### config.mk
export PLATFORM = sky130hd
export DESIGN_NAME = wdu_top
export DESIGN_NICKNAME = d
export VERILOG_FILES = /design/src/hdl/wdu_sync.v /design/src/hdl/wdu_top.v
export VERILOG_INCLUDE_DIRS = /design/src /design/src/hdl
export SDC_FILE = /design/constraint.sdc
export NUM_CORES = 1
export LEC_CHECK = 0
export BUFFER_PORTS_ARGS = -buffer_cell sky130_fd_sc_hd__buf_2
export CORE_ASPECT_RATIO = 1.1
export CORE_MARGIN = 2
export CORE_UTILIZATION = 65
export CTS_CLUSTER_SIZE = 24
export DETAILED_ROUTE_END_ITERATION = 7
export PLACE_DENSITY = 0.87
export SLEW_MARGIN = 20
export SYNTH_ARGS = -nofsm -noshare
export SYNTH_HDL_FRONTEND = slang
export SYNTH_HIERARCHICAL = 1
export SYNTH_SLANG_ARGS = --single-unit
### constraint.sdc
create_clock -name pclk -period 11.5 [get_ports pclk]
set_clock_uncertainty 0.15 [all_clocks]
set_input_delay 1.15 -clock pclk [delete_from_list [all_inputs] [get_ports pclk]]
set_output_delay 1.15 -clock pclk [all_outputs]
set_load 0.005 [all_outputs]
### src/hdl/wdu_regs.vh
`ifndef WDU_REGS_VH
`define WDU_REGS_VH

// Register byte offsets.
`define WDU_OFS_CTRL 8'h00
`define WDU_OFS_CLEAR 8'h04
`define WDU_OFS_COUNT 8'h08
`define WDU_OFS_IRQ_STAT 8'h0c
`define WDU_OFS_IRQ_CLR 8'h10
`define WDU_OFS_IRQ_EN 8'h14
`define WDU_OFS_ID 8'h18

// Control word field positions.
`define WDU_CTRL_EN 0
`define WDU_CTRL_MODE 1
`define WDU_CTRL_PSEL_LO 8
`define WDU_CTRL_PSEL_HI 12
`define WDU_CTRL_BAN_LO 16
`define WDU_CTRL_BAN_HI 20

// Clear register key bit.
`define WDU_CLEAR_BIT 0

// Interrupt status bit positions.
`define WDU_IRQ_TIMEOUT 0
`define WDU_IRQ_LATE_CLEAR 1
`define WDU_IRQ_EARLY_CLEAR 2

// Reset values.
`define WDU_RST_CTRL 12'h000
`define WDU_RST_IRQ 3'h0

// Synchronizer timing counts.
`define WDU_SYNC_PCLK_CYCLES 2
`define WDU_SYNC_SRC_TICKS 2

`endif

### src/hdl/wdu_sync.v
`default_nettype none

// Carries a freshly written control word into the watchdog tick domain.
module wdu_sync #(
   parameter DW = 12,
   parameter PCLK_CYCLES = 2,
   parameter SRC_TICKS = 2
) (
   // Clock and reset.
   input wire pclk,
   input wire presetn,
   input wire ce,
   // Launch and tick.
   input wire start,
   input wire [DW-1:0] wr_data,
   input wire tick,
   // Result.
   output reg busy,
   output reg [DW-1:0] q
);

   reg [DW-1:0] pend;
   reg [1:0] pcnt;
   reg [1:0] tcnt;

   always @(posedge pclk or negedge presetn) begin
      if (!presetn) begin
         busy <= 1'b0;
         q <= {DW{1'b0}};
         pend <= {DW{1'b0}};
         pcnt <= 2'h0;
         tcnt <= 2'h0;
      end else if (ce) begin
         if (start) begin
            // A new write restarts the hand-over with the latest value.
            busy <= 1'b1;
            pend <= wr_data;
            pcnt <= 2'h0;
            tcnt <= 2'h0;
         end else if (busy) begin
            if (pcnt != PCLK_CYCLES[1:0]) begin
               pcnt <= pcnt + 2'h1;
            end
            if (tick && tcnt != SRC_TICKS[1:0]) begin
               tcnt <= tcnt + 2'h1;
            end
            // Commit after both bus cycles and source ticks have passed.
            if (pcnt == PCLK_CYCLES[1:0] && tcnt == SRC_TICKS[1:0]) begin
               q <= pend;
               busy <= 1'b0;
            end
         end
      end
   end

endmodule

`default_nettype wire

### src/hdl/wdu_top.v
// Operation
// - Clearing the counter in the second half of the timeout fires a reset at once.
// - Writing prescales, enable or mode starts a hand-over into the tick domain.
// - Only the enable bit shows hand-over progress; other fields show nothing.
// - Enable reads the old value until the hand-over completes; software polls.
//
// The APB slave port and the register offsets were left to the implementer.
`include "wdu_regs.vh"
`default_nettype none

module wdu_top #(
   parameter [31:0] ID_VALUE = 32'h0000_0a5a
) (
   // Clock, reset and enable.
   input wire pclk,
   input wire presetn,
   input wire ce,
   // APB slave.
   input wire [7:0] paddr,
   input wire psel,
   input wire penable,
   input wire pwrite,
   input wire [31:0] pwdata,
   output reg [31:0] prdata,
   output reg pready,
   output reg pslverr,
   // Watchdog source clock, sampled as a plain input.
   input wire wd_src_clk,
   // Outputs.
   output reg wd_reset,
   output reg irq
);

   // Period in source ticks for a prescale select: two to the power sel plus one.
   function [32:0] wdu_period;
      input [4:0] sel;
      begin
         if (sel > 5'd30) begin
            wdu_period = 33'h1_0000_0000;
         end else begin
            wdu_period = 33'h1 << (sel + 5'd1);
         end
      end
   endfunction

   // Packs the synchronized control fields: ban select, timeout select, mode, enable.
   function [11:0] wdu_pack_ctrl;
      input [31:0] d;
      begin
         wdu_pack_ctrl = {d[`WDU_CTRL_BAN_HI:`WDU_CTRL_BAN_LO],
            d[`WDU_CTRL_PSEL_HI:`WDU_CTRL_PSEL_LO], d[`WDU_CTRL_MODE], d[`WDU_CTRL_EN]};
      end
   endfunction

   reg src_meta;
   reg src_sync;
   reg src_prev;
   wire src_tick;

   reg [11:0] ctrl_wr;
   reg [31:0] count;
   reg [2:0] irq_stat;
   reg [2:0] irq_en;
   wire sync_busy;
   wire [11:0] ctrl_act;
   wire act_en;
   wire act_mode;
   wire [4:0] act_psel;
   wire [4:0] act_ban;
   wire [32:0] timeout_len;
   wire [32:0] ban_len;
   wire [32:0] count_ext;

   wire access;
   wire wr_en;
   wire rd_en;
   wire mapped;
   wire ctrl_write;
   wire clear_req;
   reg late_clear;
   reg early_clear;
   reg timed_out;
   reg [2:0] next_irq_stat;
   reg [31:0] next_rdata;

   // Source clock passes two flip-flops before any logic reads it.
   always @(posedge pclk or negedge presetn) begin
      if (!presetn) begin
         src_meta <= 1'b0;
         src_sync <= 1'b0;
         src_prev <= 1'b0;
      end else if (ce) begin
         src_meta <= wd_src_clk;
         src_sync <= src_meta;
         src_prev <= src_sync;
      end
   end

   assign src_tick = src_sync & ~src_prev;

   // APB handshake: one wait state; writes land when pready is high, read data is captured in the wait cycle before it.
   assign access = psel & penable & pready;
   assign wr_en = access & pwrite;
   assign rd_en = psel & penable & ~pready & ~pwrite;
   assign mapped = (paddr == `WDU_OFS_CTRL) || (paddr == `WDU_OFS_CLEAR) ||
      (paddr == `WDU_OFS_COUNT) || (paddr == `WDU_OFS_IRQ_STAT) ||
      (paddr == `WDU_OFS_IRQ_CLR) || (paddr == `WDU_OFS_IRQ_EN) ||
      (paddr == `WDU_OFS_ID);
   assign ctrl_write = wr_en && paddr == `WDU_OFS_CTRL;
   assign clear_req = wr_en && paddr == `WDU_OFS_CLEAR && pwdata[`WDU_CLEAR_BIT];

   wdu_sync #(
      .DW(12),
      .PCLK_CYCLES(`WDU_SYNC_PCLK_CYCLES),
      .SRC_TICKS(`WDU_SYNC_SRC_TICKS)
   ) u_sync (
      .pclk(pclk),
      .presetn(presetn),
      .ce(ce),
      .start(ctrl_write),
      .wr_data(wdu_pack_ctrl(pwdata)),
      .tick(src_tick),
      .busy(sync_busy),
      .q(ctrl_act)
   );

   assign act_en = ctrl_act[0];
   assign act_mode = ctrl_act[1];
   assign act_psel = ctrl_act[6:2];
   assign act_ban = ctrl_act[11:7];
   assign timeout_len = wdu_period(act_psel);
   assign ban_len = wdu_period(act_ban);
   assign count_ext = {1'b0, count};

   // Written control word as software last stored it.
   always @(posedge pclk or negedge presetn) begin
      if (!presetn) begin
         ctrl_wr <= `WDU_RST_CTRL;
      end else if (ce && ctrl_write) begin
         ctrl_wr <= wdu_pack_ctrl(pwdata);
      end
   end

   // Watchdog event decode.
   always @* begin
      late_clear = 1'b0;
      early_clear = 1'b0;
      timed_out = 1'b0;
      if (act_en) begin
         if (clear_req) begin
            if (count_ext >= (timeout_len >> 1)) begin
               late_clear = 1'b1;
            end else if (act_mode && count_ext < ban_len) begin
               early_clear = 1'b1;
            end
         end else if (src_tick && count_ext + 33'h1 >= timeout_len) begin
            timed_out = 1'b1;
         end
      end
   end

   // Tick counter, cleared by software, by a fired reset or while disabled.
   always @(posedge pclk or negedge presetn) begin
      if (!presetn) begin
         count <= 32'h0;
         wd_reset <= 1'b0;
      end else if (ce) begin
         wd_reset <= late_clear | early_clear | timed_out;
         if (!act_en || clear_req || timed_out) begin
            count <= 32'h0;
         end else if (src_tick) begin
            count <= count + 32'h1;
         end
      end
   end

   // Sticky status: a new event wins over a clear in the same cycle.
   always @* begin
      next_irq_stat = irq_stat;
      if (wr_en && paddr == `WDU_OFS_IRQ_CLR) begin
         next_irq_stat = irq_stat & ~pwdata[2:0];
      end
      next_irq_stat[`WDU_IRQ_TIMEOUT] = next_irq_stat[`WDU_IRQ_TIMEOUT] | timed_out;
      next_irq_stat[`WDU_IRQ_LATE_CLEAR] = next_irq_stat[`WDU_IRQ_LATE_CLEAR] | late_clear;
      next_irq_stat[`WDU_IRQ_EARLY_CLEAR] = next_irq_stat[`WDU_IRQ_EARLY_CLEAR] | early_clear;
   end

   always @(posedge pclk or negedge presetn) begin
      if (!presetn) begin
         irq_stat <= `WDU_RST_IRQ;
         irq_en <= `WDU_RST_IRQ;
         irq <= 1'b0;
      end else if (ce) begin
         irq_stat <= next_irq_stat;
         if (wr_en && paddr == `WDU_OFS_IRQ_EN) begin
            irq_en <= pwdata[2:0];
         end
         irq <= |(next_irq_stat & irq_en);
      end
   end

   // Read mux: enable shows the committed value, other fields the written one.
   always @* begin
      next_rdata = 32'h0;
      case (paddr)
         `WDU_OFS_CTRL: begin
            next_rdata[`WDU_CTRL_EN] = act_en;
            next_rdata[`WDU_CTRL_MODE] = ctrl_wr[1];
            next_rdata[`WDU_CTRL_PSEL_HI:`WDU_CTRL_PSEL_LO] = ctrl_wr[6:2];
            next_rdata[`WDU_CTRL_BAN_HI:`WDU_CTRL_BAN_LO] = ctrl_wr[11:7];
         end
         `WDU_OFS_COUNT: begin
            next_rdata = count;
         end
         `WDU_OFS_IRQ_STAT: begin
            next_rdata[2:0] = irq_stat;
         end
         `WDU_OFS_IRQ_EN: begin
            next_rdata[2:0] = irq_en;
         end
         `WDU_OFS_ID: begin
            next_rdata = ID_VALUE;
         end
         default: begin
            next_rdata = 32'h0;
         end
      endcase
   end

   always @(posedge pclk or negedge presetn) begin
      if (!presetn) begin
         pready <= 1'b0;
         pslverr <= 1'b0;
         prdata <= 32'h0;
      end else if (ce) begin
         pready <= psel & penable & ~pready;
         pslverr <= psel & penable & ~pready & ~mapped;
         if (rd_en) begin
            prdata <= next_rdata;
         end
      end
   end

endmodule

`default_nettype wire

# Word-level counts from Yosys, hierarchy flattened
# Index checks and enable logic that the tools add are counted.
dict set report op_classes {
  n_reduce_logical 32
  n_eq_ne 10
  addsub 6
  mux 31
  order_cmp 5
  shift 2
  bitwise_logic 20
}
# op n
set op_table {}
lappend op_table {{2-to-1 mux 33 bit} 2}
lappend op_table {{left shift 1 x 5 -> 33 bit (first input constant)} 2}
lappend op_table {{2-to-1 mux 32 bit} 2}
lappend op_table {{adder 32 x 1 -> 33 bit (second input constant)} 1}
lappend op_table {{greater-or-equal comparator 33 bit} 1}
lappend op_table {{< comparator 32 x 33 -> 1 bit} 1}
lappend op_table {{adder 32 x 1 -> 32 bit (second input constant)} 1}
lappend op_table {{greater-or-equal comparator 32 bit} 1}
lappend op_table {{== test 8 x 5 -> 1 bit (second input constant)} 3}
lappend op_table {{one-hot mux 5 bit (2 select lines)} 2}
lappend op_table {{== test 8 x 4 -> 1 bit (second input constant)} 2}
lappend op_table {{one-hot mux 5 bit (3 select lines)} 1}
lappend op_table {{2-to-1 mux 1 bit} 13}
lappend op_table {{2-to-1 mux 2 bit} 6}
lappend op_table {{2-to-1 mux 11 bit} 1}
lappend op_table {{adder 5 x 1 -> 5 bit (second input constant)} 2}
lappend op_table {{greater-than comparator 5 bit (second input constant)} 2}
lappend op_table {{logical AND 1 bit} 10}
lappend op_table {{one-hot mux 2 bit (5 select lines)} 1}
lappend op_table {{== test 8 x 3 -> 1 bit (second input constant)} 1}
lappend op_table {{zero test 8 bit} 1}
lappend op_table {{logical OR 1 bit} 8}
lappend op_table {{AND reduction 2 bit} 4}
lappend op_table {{nonzero test 2 bit} 4}
lappend op_table {{other kinds (14)} 34}
dict set report word_totals {
  elab_cells 123
  reg_bits 118
}

# Logic depth before layout (Yosys ltp)
# Gate-level depths: netlist (run 1).
dict set report depth {
  depth_word 12
  ltp_mapped 17
  depth_no_buf 15
}

# Cells and area by module
# Netlist (run 1), hierarchy kept.
# module instances cells_each seq_area_each_um2 area_each_um2
set by_module_without_submodules {}
lappend by_module_without_submodules {wdu_top 1 764 2202.1 6872.8}
lappend by_module_without_submodules {wdu_sync 1 81 725.7 1233.7}

# Least setup slack after synthesis (run 1)
# No wires, ideal clock.
dict set report synth_path {
  kind {register to register}
  from {reg count[0]}
  to {reg count[5]}
  required_ns 11.268
  n_path_buf 2
  arrival_ns 4.191
  path_stages_with_launch 18
  period_less_slack_ns 4.423
  slack_ns 7.077
  cell_sequence {dfrtp_1 > ha_1 > and3_2 > nand4_1 > or2_2 > clkbuf_1 > nor4_4 > nand3_1 > xnor2_1 > ha_1 > a21o_1 > a21o_1 > a21oi_1 > o21ai_0 > nor4_2 > buf_2 > o21ai_0 > a31oi_1}
}
dict set report synth_between {
  elab_chain_len 9
}
# element line_no
set synth_rtl {}
lappend synth_rtl {{from (decl)} wdu_top.v:61} ;# reg [31:0] count;
lappend synth_rtl {{from (signal assigned)} wdu_top.v:172} ;# count <= count + 32'h1;
lappend synth_rtl {{adder 32 x 1 -> 33 bit} wdu_top.v:156} ;# end else if (src_tick && count_ext + 33'h1 >= timeout_len) begin
lappend synth_rtl {{greater-or-equal comparator 33 bit} wdu_top.v:156}
lappend synth_rtl {{logical AND 1 bit} wdu_top.v:156}
lappend synth_rtl {{2-to-1 mux 1 bit} wdu_top.v:156}
lappend synth_rtl {{2-to-1 mux 1 bit} wdu_top.v:150} ;# if (clear_req) begin
lappend synth_rtl {{2-to-1 mux 1 bit} wdu_top.v:149} ;# if (act_en) begin
lappend synth_rtl {{logical OR 1 bit} wdu_top.v:169} ;# if (!act_en || clear_req || timed_out) begin
lappend synth_rtl {{nonzero test 2 bit (no source line)} n/a}
lappend synth_rtl {{AND reduction 2 bit (no source line)} n/a}
# Several ways; a longest one is shown, not always the timed one. The select of a mux whose other input is x is not followed.
# A chain may end at the register's enable or synchronous reset.

# Worst setup path after layout (run 1)
dict set report layout_path {
  from {reg count[1]}
  to {reg count[28]}
}
# Same word-level chain as after synthesis.

==> flow_summary.toml, run 1 <==
[clocking]
cts_resized = 0
ctsHoldBuffers = 0
cts_num_sinks = 117
cts.reportedPaths.clkPinSlew_ns = 0.06
cts_root_buf = "clkbuf_16"
cts_buffers = 17
clkLatencyLatePin_ns = 0.43
clk_path_buf_depth = 2
cts_tree = "yes"
htreeDepth = 4
cts_setup_buffers = 0

[timing]
setup_violations = 0
tightest_slew_ns = 0.898
relSlewSlack_pct = 39.7
slew_viol_final = 0
fin_crit_ns = 5.28
hold_viol = 0
fin_crit_sh_pct = 45.9
tns_ns = 0
fmax_mhz = 189
rsz0062_at_grt = "false"

[synthesis]
synth_edf_count = 0
ys_seq_elements = 117
synth-main-ff-cell = "dfrtp_1"
synthesis.area_um2 = 8110
async_flop_share_pct = 100
netlist_instances = 845
avgSynthCellArea_um2 = 9.59
synth.area.top_cells = "dfrtp_1 (36%), ha_1 (15%), nand2_1 (6.2%)"
yosys_warnings = 6
seq_area_frac_synth_pct = 36.1
synth_top_area_share_pct = 36.1
ys_types = 71
syn_nets = 991
yosys.area.top_type = "dfrtp_1"

[layout]
final_area_um2 = 9100
fin_nets = 1040
syn2layout_area_growth_pct = 12.3
mostFrequentLayoutCell = "nand2_1"
drive_gt1_share_pct = 17.1
fin_cells = 1061
antenna_cells = 0
final_cell_mix = "nand2_1 (134), dfrtp_1 (117), ha_1 (99)"
fin_util_pct = 75.3

[setup_path]
timing_worst_setup_path_type = "reg2reg"
worst_ep_required_time_ns = 11.69
end_kind = "register"
worstSetupStartpointType = "register"
path_max_fanout = 28
arrival_ns = 5.47

[place]
dpl.cell_count = 1029
placed_area_um2 = 8500
place_congestion = 0.944
dp_hpwl_um = 15300
portBuffers = 63

[detailed_routing]
antenna_left = 0
drtIter0Drc = 627
drt-total-wl_um = 20800
drt_first_pass_iters = 7
viasPerCell = 6.44
post_drt_wl_per_cell_um = 19.6
num_vias = 6831
drc = 0

[die]
start_util_pct = 67.1
fp.dieArea_um2 = 13400
ios = 83
die_h_um = 121
rows = 42
coreArea_um2 = 12100
die_x_um = 110

[global_route]
grt_pass1_wl_um = 34500
antenna_found_initial = 0
grt_max_degree = 65
gr-total-overflow = 0
grt_pass1_vias = 6786
grt.total_usage_pct = 32.7

[power]
p_comb_share_pct = 3.8
p_int_uw = 762
p_switching_uw = 227
power_density_nw_per_um2 = 109
power.share.sequential_pct = 42.2
total_power_uw = 990
irDropWorstVdd_v = 0.000105
switching_share_pct = 23.0
power_leakage_uw = 0.00447
clock_power_share_pct = 54.0

[hold_path]
hold_class = "reg2reg"

[flow_run]
max-cap-violations = 0

[status]
status = "finished clean"
logic make-up after synthesis:
family	share of synthesized area (%)
AND/OR/NAND/NOR	19.4
AO/OA/AOI/OAI	15.6
flip-flops	36.1
adder cells (fa/ha/maj)	15.3
buffers and inverters	2.70
multiplexers	7.53
XOR/XNOR	3.24
other	0.0463
power by group through the flow:
stage,Sequential [uW],Combinational (uW),Clock (uW)
2_1_floorplan,424,16.6,0
3_3_place_gp,425,36.2,0
3_5_place_dp,425,37.0,0
4_1_cts,418,37.5,537
5_1_grt,418,41.9,558
6_report,418,37.5,534
sequential cells by signal, summed over array words and instances, names as in the netlist, 2 cells and up:
register / count
u_sync/tcnt: 2
prdata: 32
u_sync/pend: 12
u_sync/q: 12
u_sync/pcnt: 2
ctrl_wr: 11
irq_en: 3
irq_stat: 3
count: 32
area by class of cell:
cell class / instances / area (um^2)
Sequential cell: 117 / 2930
Inverter: 16 / 60.1
Fill cell: 850 / 2980
Clock inverter: 11 / 126
Clock buffer: 21 / 470
Timing Repair Buffer: 67 / 348
Multi-Input combinational cell: 675 / 4980
Tap cell: 154 / 193
worst max-delay path: stages, from the launching register on:
cell and delay [ns]:
dfrtp_1 0.52, ha_1 0.28, and3_2 0.24, nand4_1 0.33, or2_2 0.50, nor4_4 0.36
nand3_1 0.13, xnor2_1 0.23, ha_1 0.28, a21o_1 0.18, a21o_1 0.16, a21oi_1 0.13
o21ai_0 0.27, nor4_4 0.70, buf_4 0.42, a21oi_1 0.11, o21ai_0 0.19
metrics by stage:
stage,hold WS [ns],worst slack [ns]
2_1_floorplan,0.318,7.08
3_3_place_gp,0.310,6.37
3_5_place_dp,0.312,6.32
4_1_cts,0.324,6.25
5_1_grt,0.359,5.85
6_report,0.320,6.22
layer usage:
layer,GRT usage (%),share of wire (%)
met1,41.4,40
met5,0,0
met2,55.6,49
met3,5.59,6.8
met4,14.5,3.3
Yosys cell counts (all sizes together) (8+ instances only):
cell type,count
a21oi,50
a22o,41
and3,11
buf,9
clkbuf,28
dfrtp,117
ha,99
inv,16
mux2,42
mux2i,10
nand2,134
nand2b,14
nand3,20
nand4,18
nor2,34
nor2b,10
nor3,14
nor4,8
o21ai,38
o31ai,8
xnor2,17
xor2,13
worst paths after layout:
check / startpoint / endpoint / slack, ns / depth (start not counted)
setup / recovery: count[1] / count[28] / 6.22 / 16
hold / removal: prdata[16] / prdata[16] / 0.32 / 2
setup reg to reg: count[1] / count[28] / 6.22 / 16
hold reg to reg: prdata[16] / prdata[16] / 0.32 / 2
max in group asynchronous: presetn / u_sync/q[6] / 9.32 / 2
min in group asynchronous: presetn / count[9] / 0.61 / 1
No activity file was read; power rests on OpenSTA's default activity.
==> inputs of run 2 (changes only) <==
Settings changed: CORE_UTILIZATION 65 to 61, PLACE_DENSITY 0.87 to 0.82.
Clock period 11.5 ns to 5 ns, I/O delays scaled along.
==> run 2 against run 1 <==
  * Sequential power grew 130%
  * Core utilization fell by 4.7 points
  * Hold slack worse by 0.24 ns
  * Global-route usage fell by 1.0 points
  * Clock power up 130%
  * Critical endpoint is now count[10]
  * Largest power group unchanged
==> flow_summary.toml, run 2 (same netlist as run 1, synthesis figures left out) <==
[die]
fp.dieArea_um2 = 14200
die_x_um = 114
ios = 83
coreArea_um2 = 13100
rows = 44
die_h_um = 125
start_util_pct = 61.9

[timing]
tightest_slew_ns = 0.958
setup_violations = 0
relSlewSlack_pct = 36.2
fmax_mhz = 220
rsz0062_at_grt = "false"
tns_ns = 0
holdWs_ns = 0.0768
fin_crit_sh_pct = 91.0
hold_viol = 0
fin_crit_ns = 4.55
slew_viol_final = 0

[global_route]
grt_pass1_wl_um = 35500
gr-total-overflow = 0
grt_pass1_vias = 6969
grt.total_usage_pct = 31.7
grt_max_degree = 78
antenna_found_initial = 0

[setup_path]
rr_endpoint = "count[10]"
path_max_fanout = 8
worstRegToRegCells = 15
end_kind = "register"
r2r_slack_ns = 0.45
arrival_ns = 4.73
worst_ep_required_time_ns = 5.18
worstSetupStartpointType = "register"
r2r_start = "count[11]"
timing_worst_setup_path_type = "reg2reg"

[clocking]
clk_path_buf_depth = 2
cts_num_sinks = 117
cts.reportedPaths.clkPinSlew_ns = 0.06
htreeDepth = 4
clkLatencyLatePin_ns = 0.43
ctsHoldBuffers = 0
cts_setup_buffers = 0
cts_tree = "yes"
cts_buffers = 17
cts_resized = 0
cts_root_buf = "clkbuf_16"

[hold_path]
hold_class = "in2async"

[layout]
fin_cells = 1084
drive_gt1_share_pct = 18.6
mostFrequentLayoutCell = "nand2_1"
antenna_cells = 0
fin_util_pct = 70.6
syn2layout_area_growth_pct = 14.1
final_cell_mix = "nand2_1 (134), dfrtp_1 (117), ha_1 (99)"
fin_nets = 1056
top_regs = "count (32), prdata (32)"

[power]
power_leakage_uw = 0.00455
total_power_uw = 2280
power_density_nw_per_um2 = 247
irDropWorstVdd_v = 0.000279

[place]
dpl.cell_count = 1052
portBuffers = 63
dp_hpwl_um = 15600
place_congestion = 0.959

[detailed_routing]
post_drt_wl_per_cell_um = 20.0
viasPerCell = 6.47
drtIter0Drc = 502
antenna_left = 0
drt-total-wl_um = 21700
drc = 0
drt_first_pass_iters = 5
num_vias = 7016

[status]
status = "finished clean"

[flow_run]
max-cap-violations = 0
run 2: worst max-delay path: stages, from the launching register on:
cell,delay [ns]
dfrtp_1,0.54
and4_1,0.29
nand3_1,0.20
or2_2,0.44
nor4_4,0.38
nand3_1,0.14
xnor2_1,0.24
ha_1,0.29
a21o_1,0.19
a21o_1,0.16
a21oi_1,0.12
o21ai_0,0.12
or4_1,0.59
buf_4,0.20
or3_1,0.31
o21ai_0,0.09
run 2: worst max path at each step:
stage	from	end	slack (ns)	cells after the start
floorplan	count[0]	count[5]	0.58	17
global placement	count[11]	count[10]	0.60	15
detailed placement	count[9]	count[10]	0.55	15
CTS	count[11]	count[10]	0.50	15
global route	count[11]	count[10]	0.22	15
finish	count[11]	count[10]	0.45	15
run 2: where the power goes:
part / switching, uW / total, uW / internal (uW) / leakage, uW
Sequential: 5.09 / 960 / 955 / 0.00160
Clock: 473 / 1240 / 765 / 0.000284
Combinational: 58.3 / 84.2 / 25.9 / 0.00266
run 2: final cells by class:
class | count | area (um^2)
multi-input combinational | 675 | 4980
fill | 977 | 3850
sequential | 117 | 2930
timing repair buffer | 83 | 480
clock buffer | 19 | 453
tap | 161 | 201
clock inverter | 13 | 150
inverter | 16 | 60.1
run 2: stage by stage:
stage          setup slack [ns]  cell area, um^2
6_report                  0.448             9250
5_1_grt                   0.219             9250
4_1_cts                   0.503             9250
3_5_place_dp              0.554             8640
3_3_place_gp              0.600             8640
2_1_floorplan             0.577             8110
run 2: metal layers:
layer | up-vias | track usage (%) | part of all wire [%]
li1 | 3245 | - | -
met3 | 84 | 5.89 | 6.2
met2 | 308 | 50.8 | 47
met1 | 3379 | 40.4 | 42
met4 | 0 | 17.5 | 5.1
met5 | - | 0 | 0
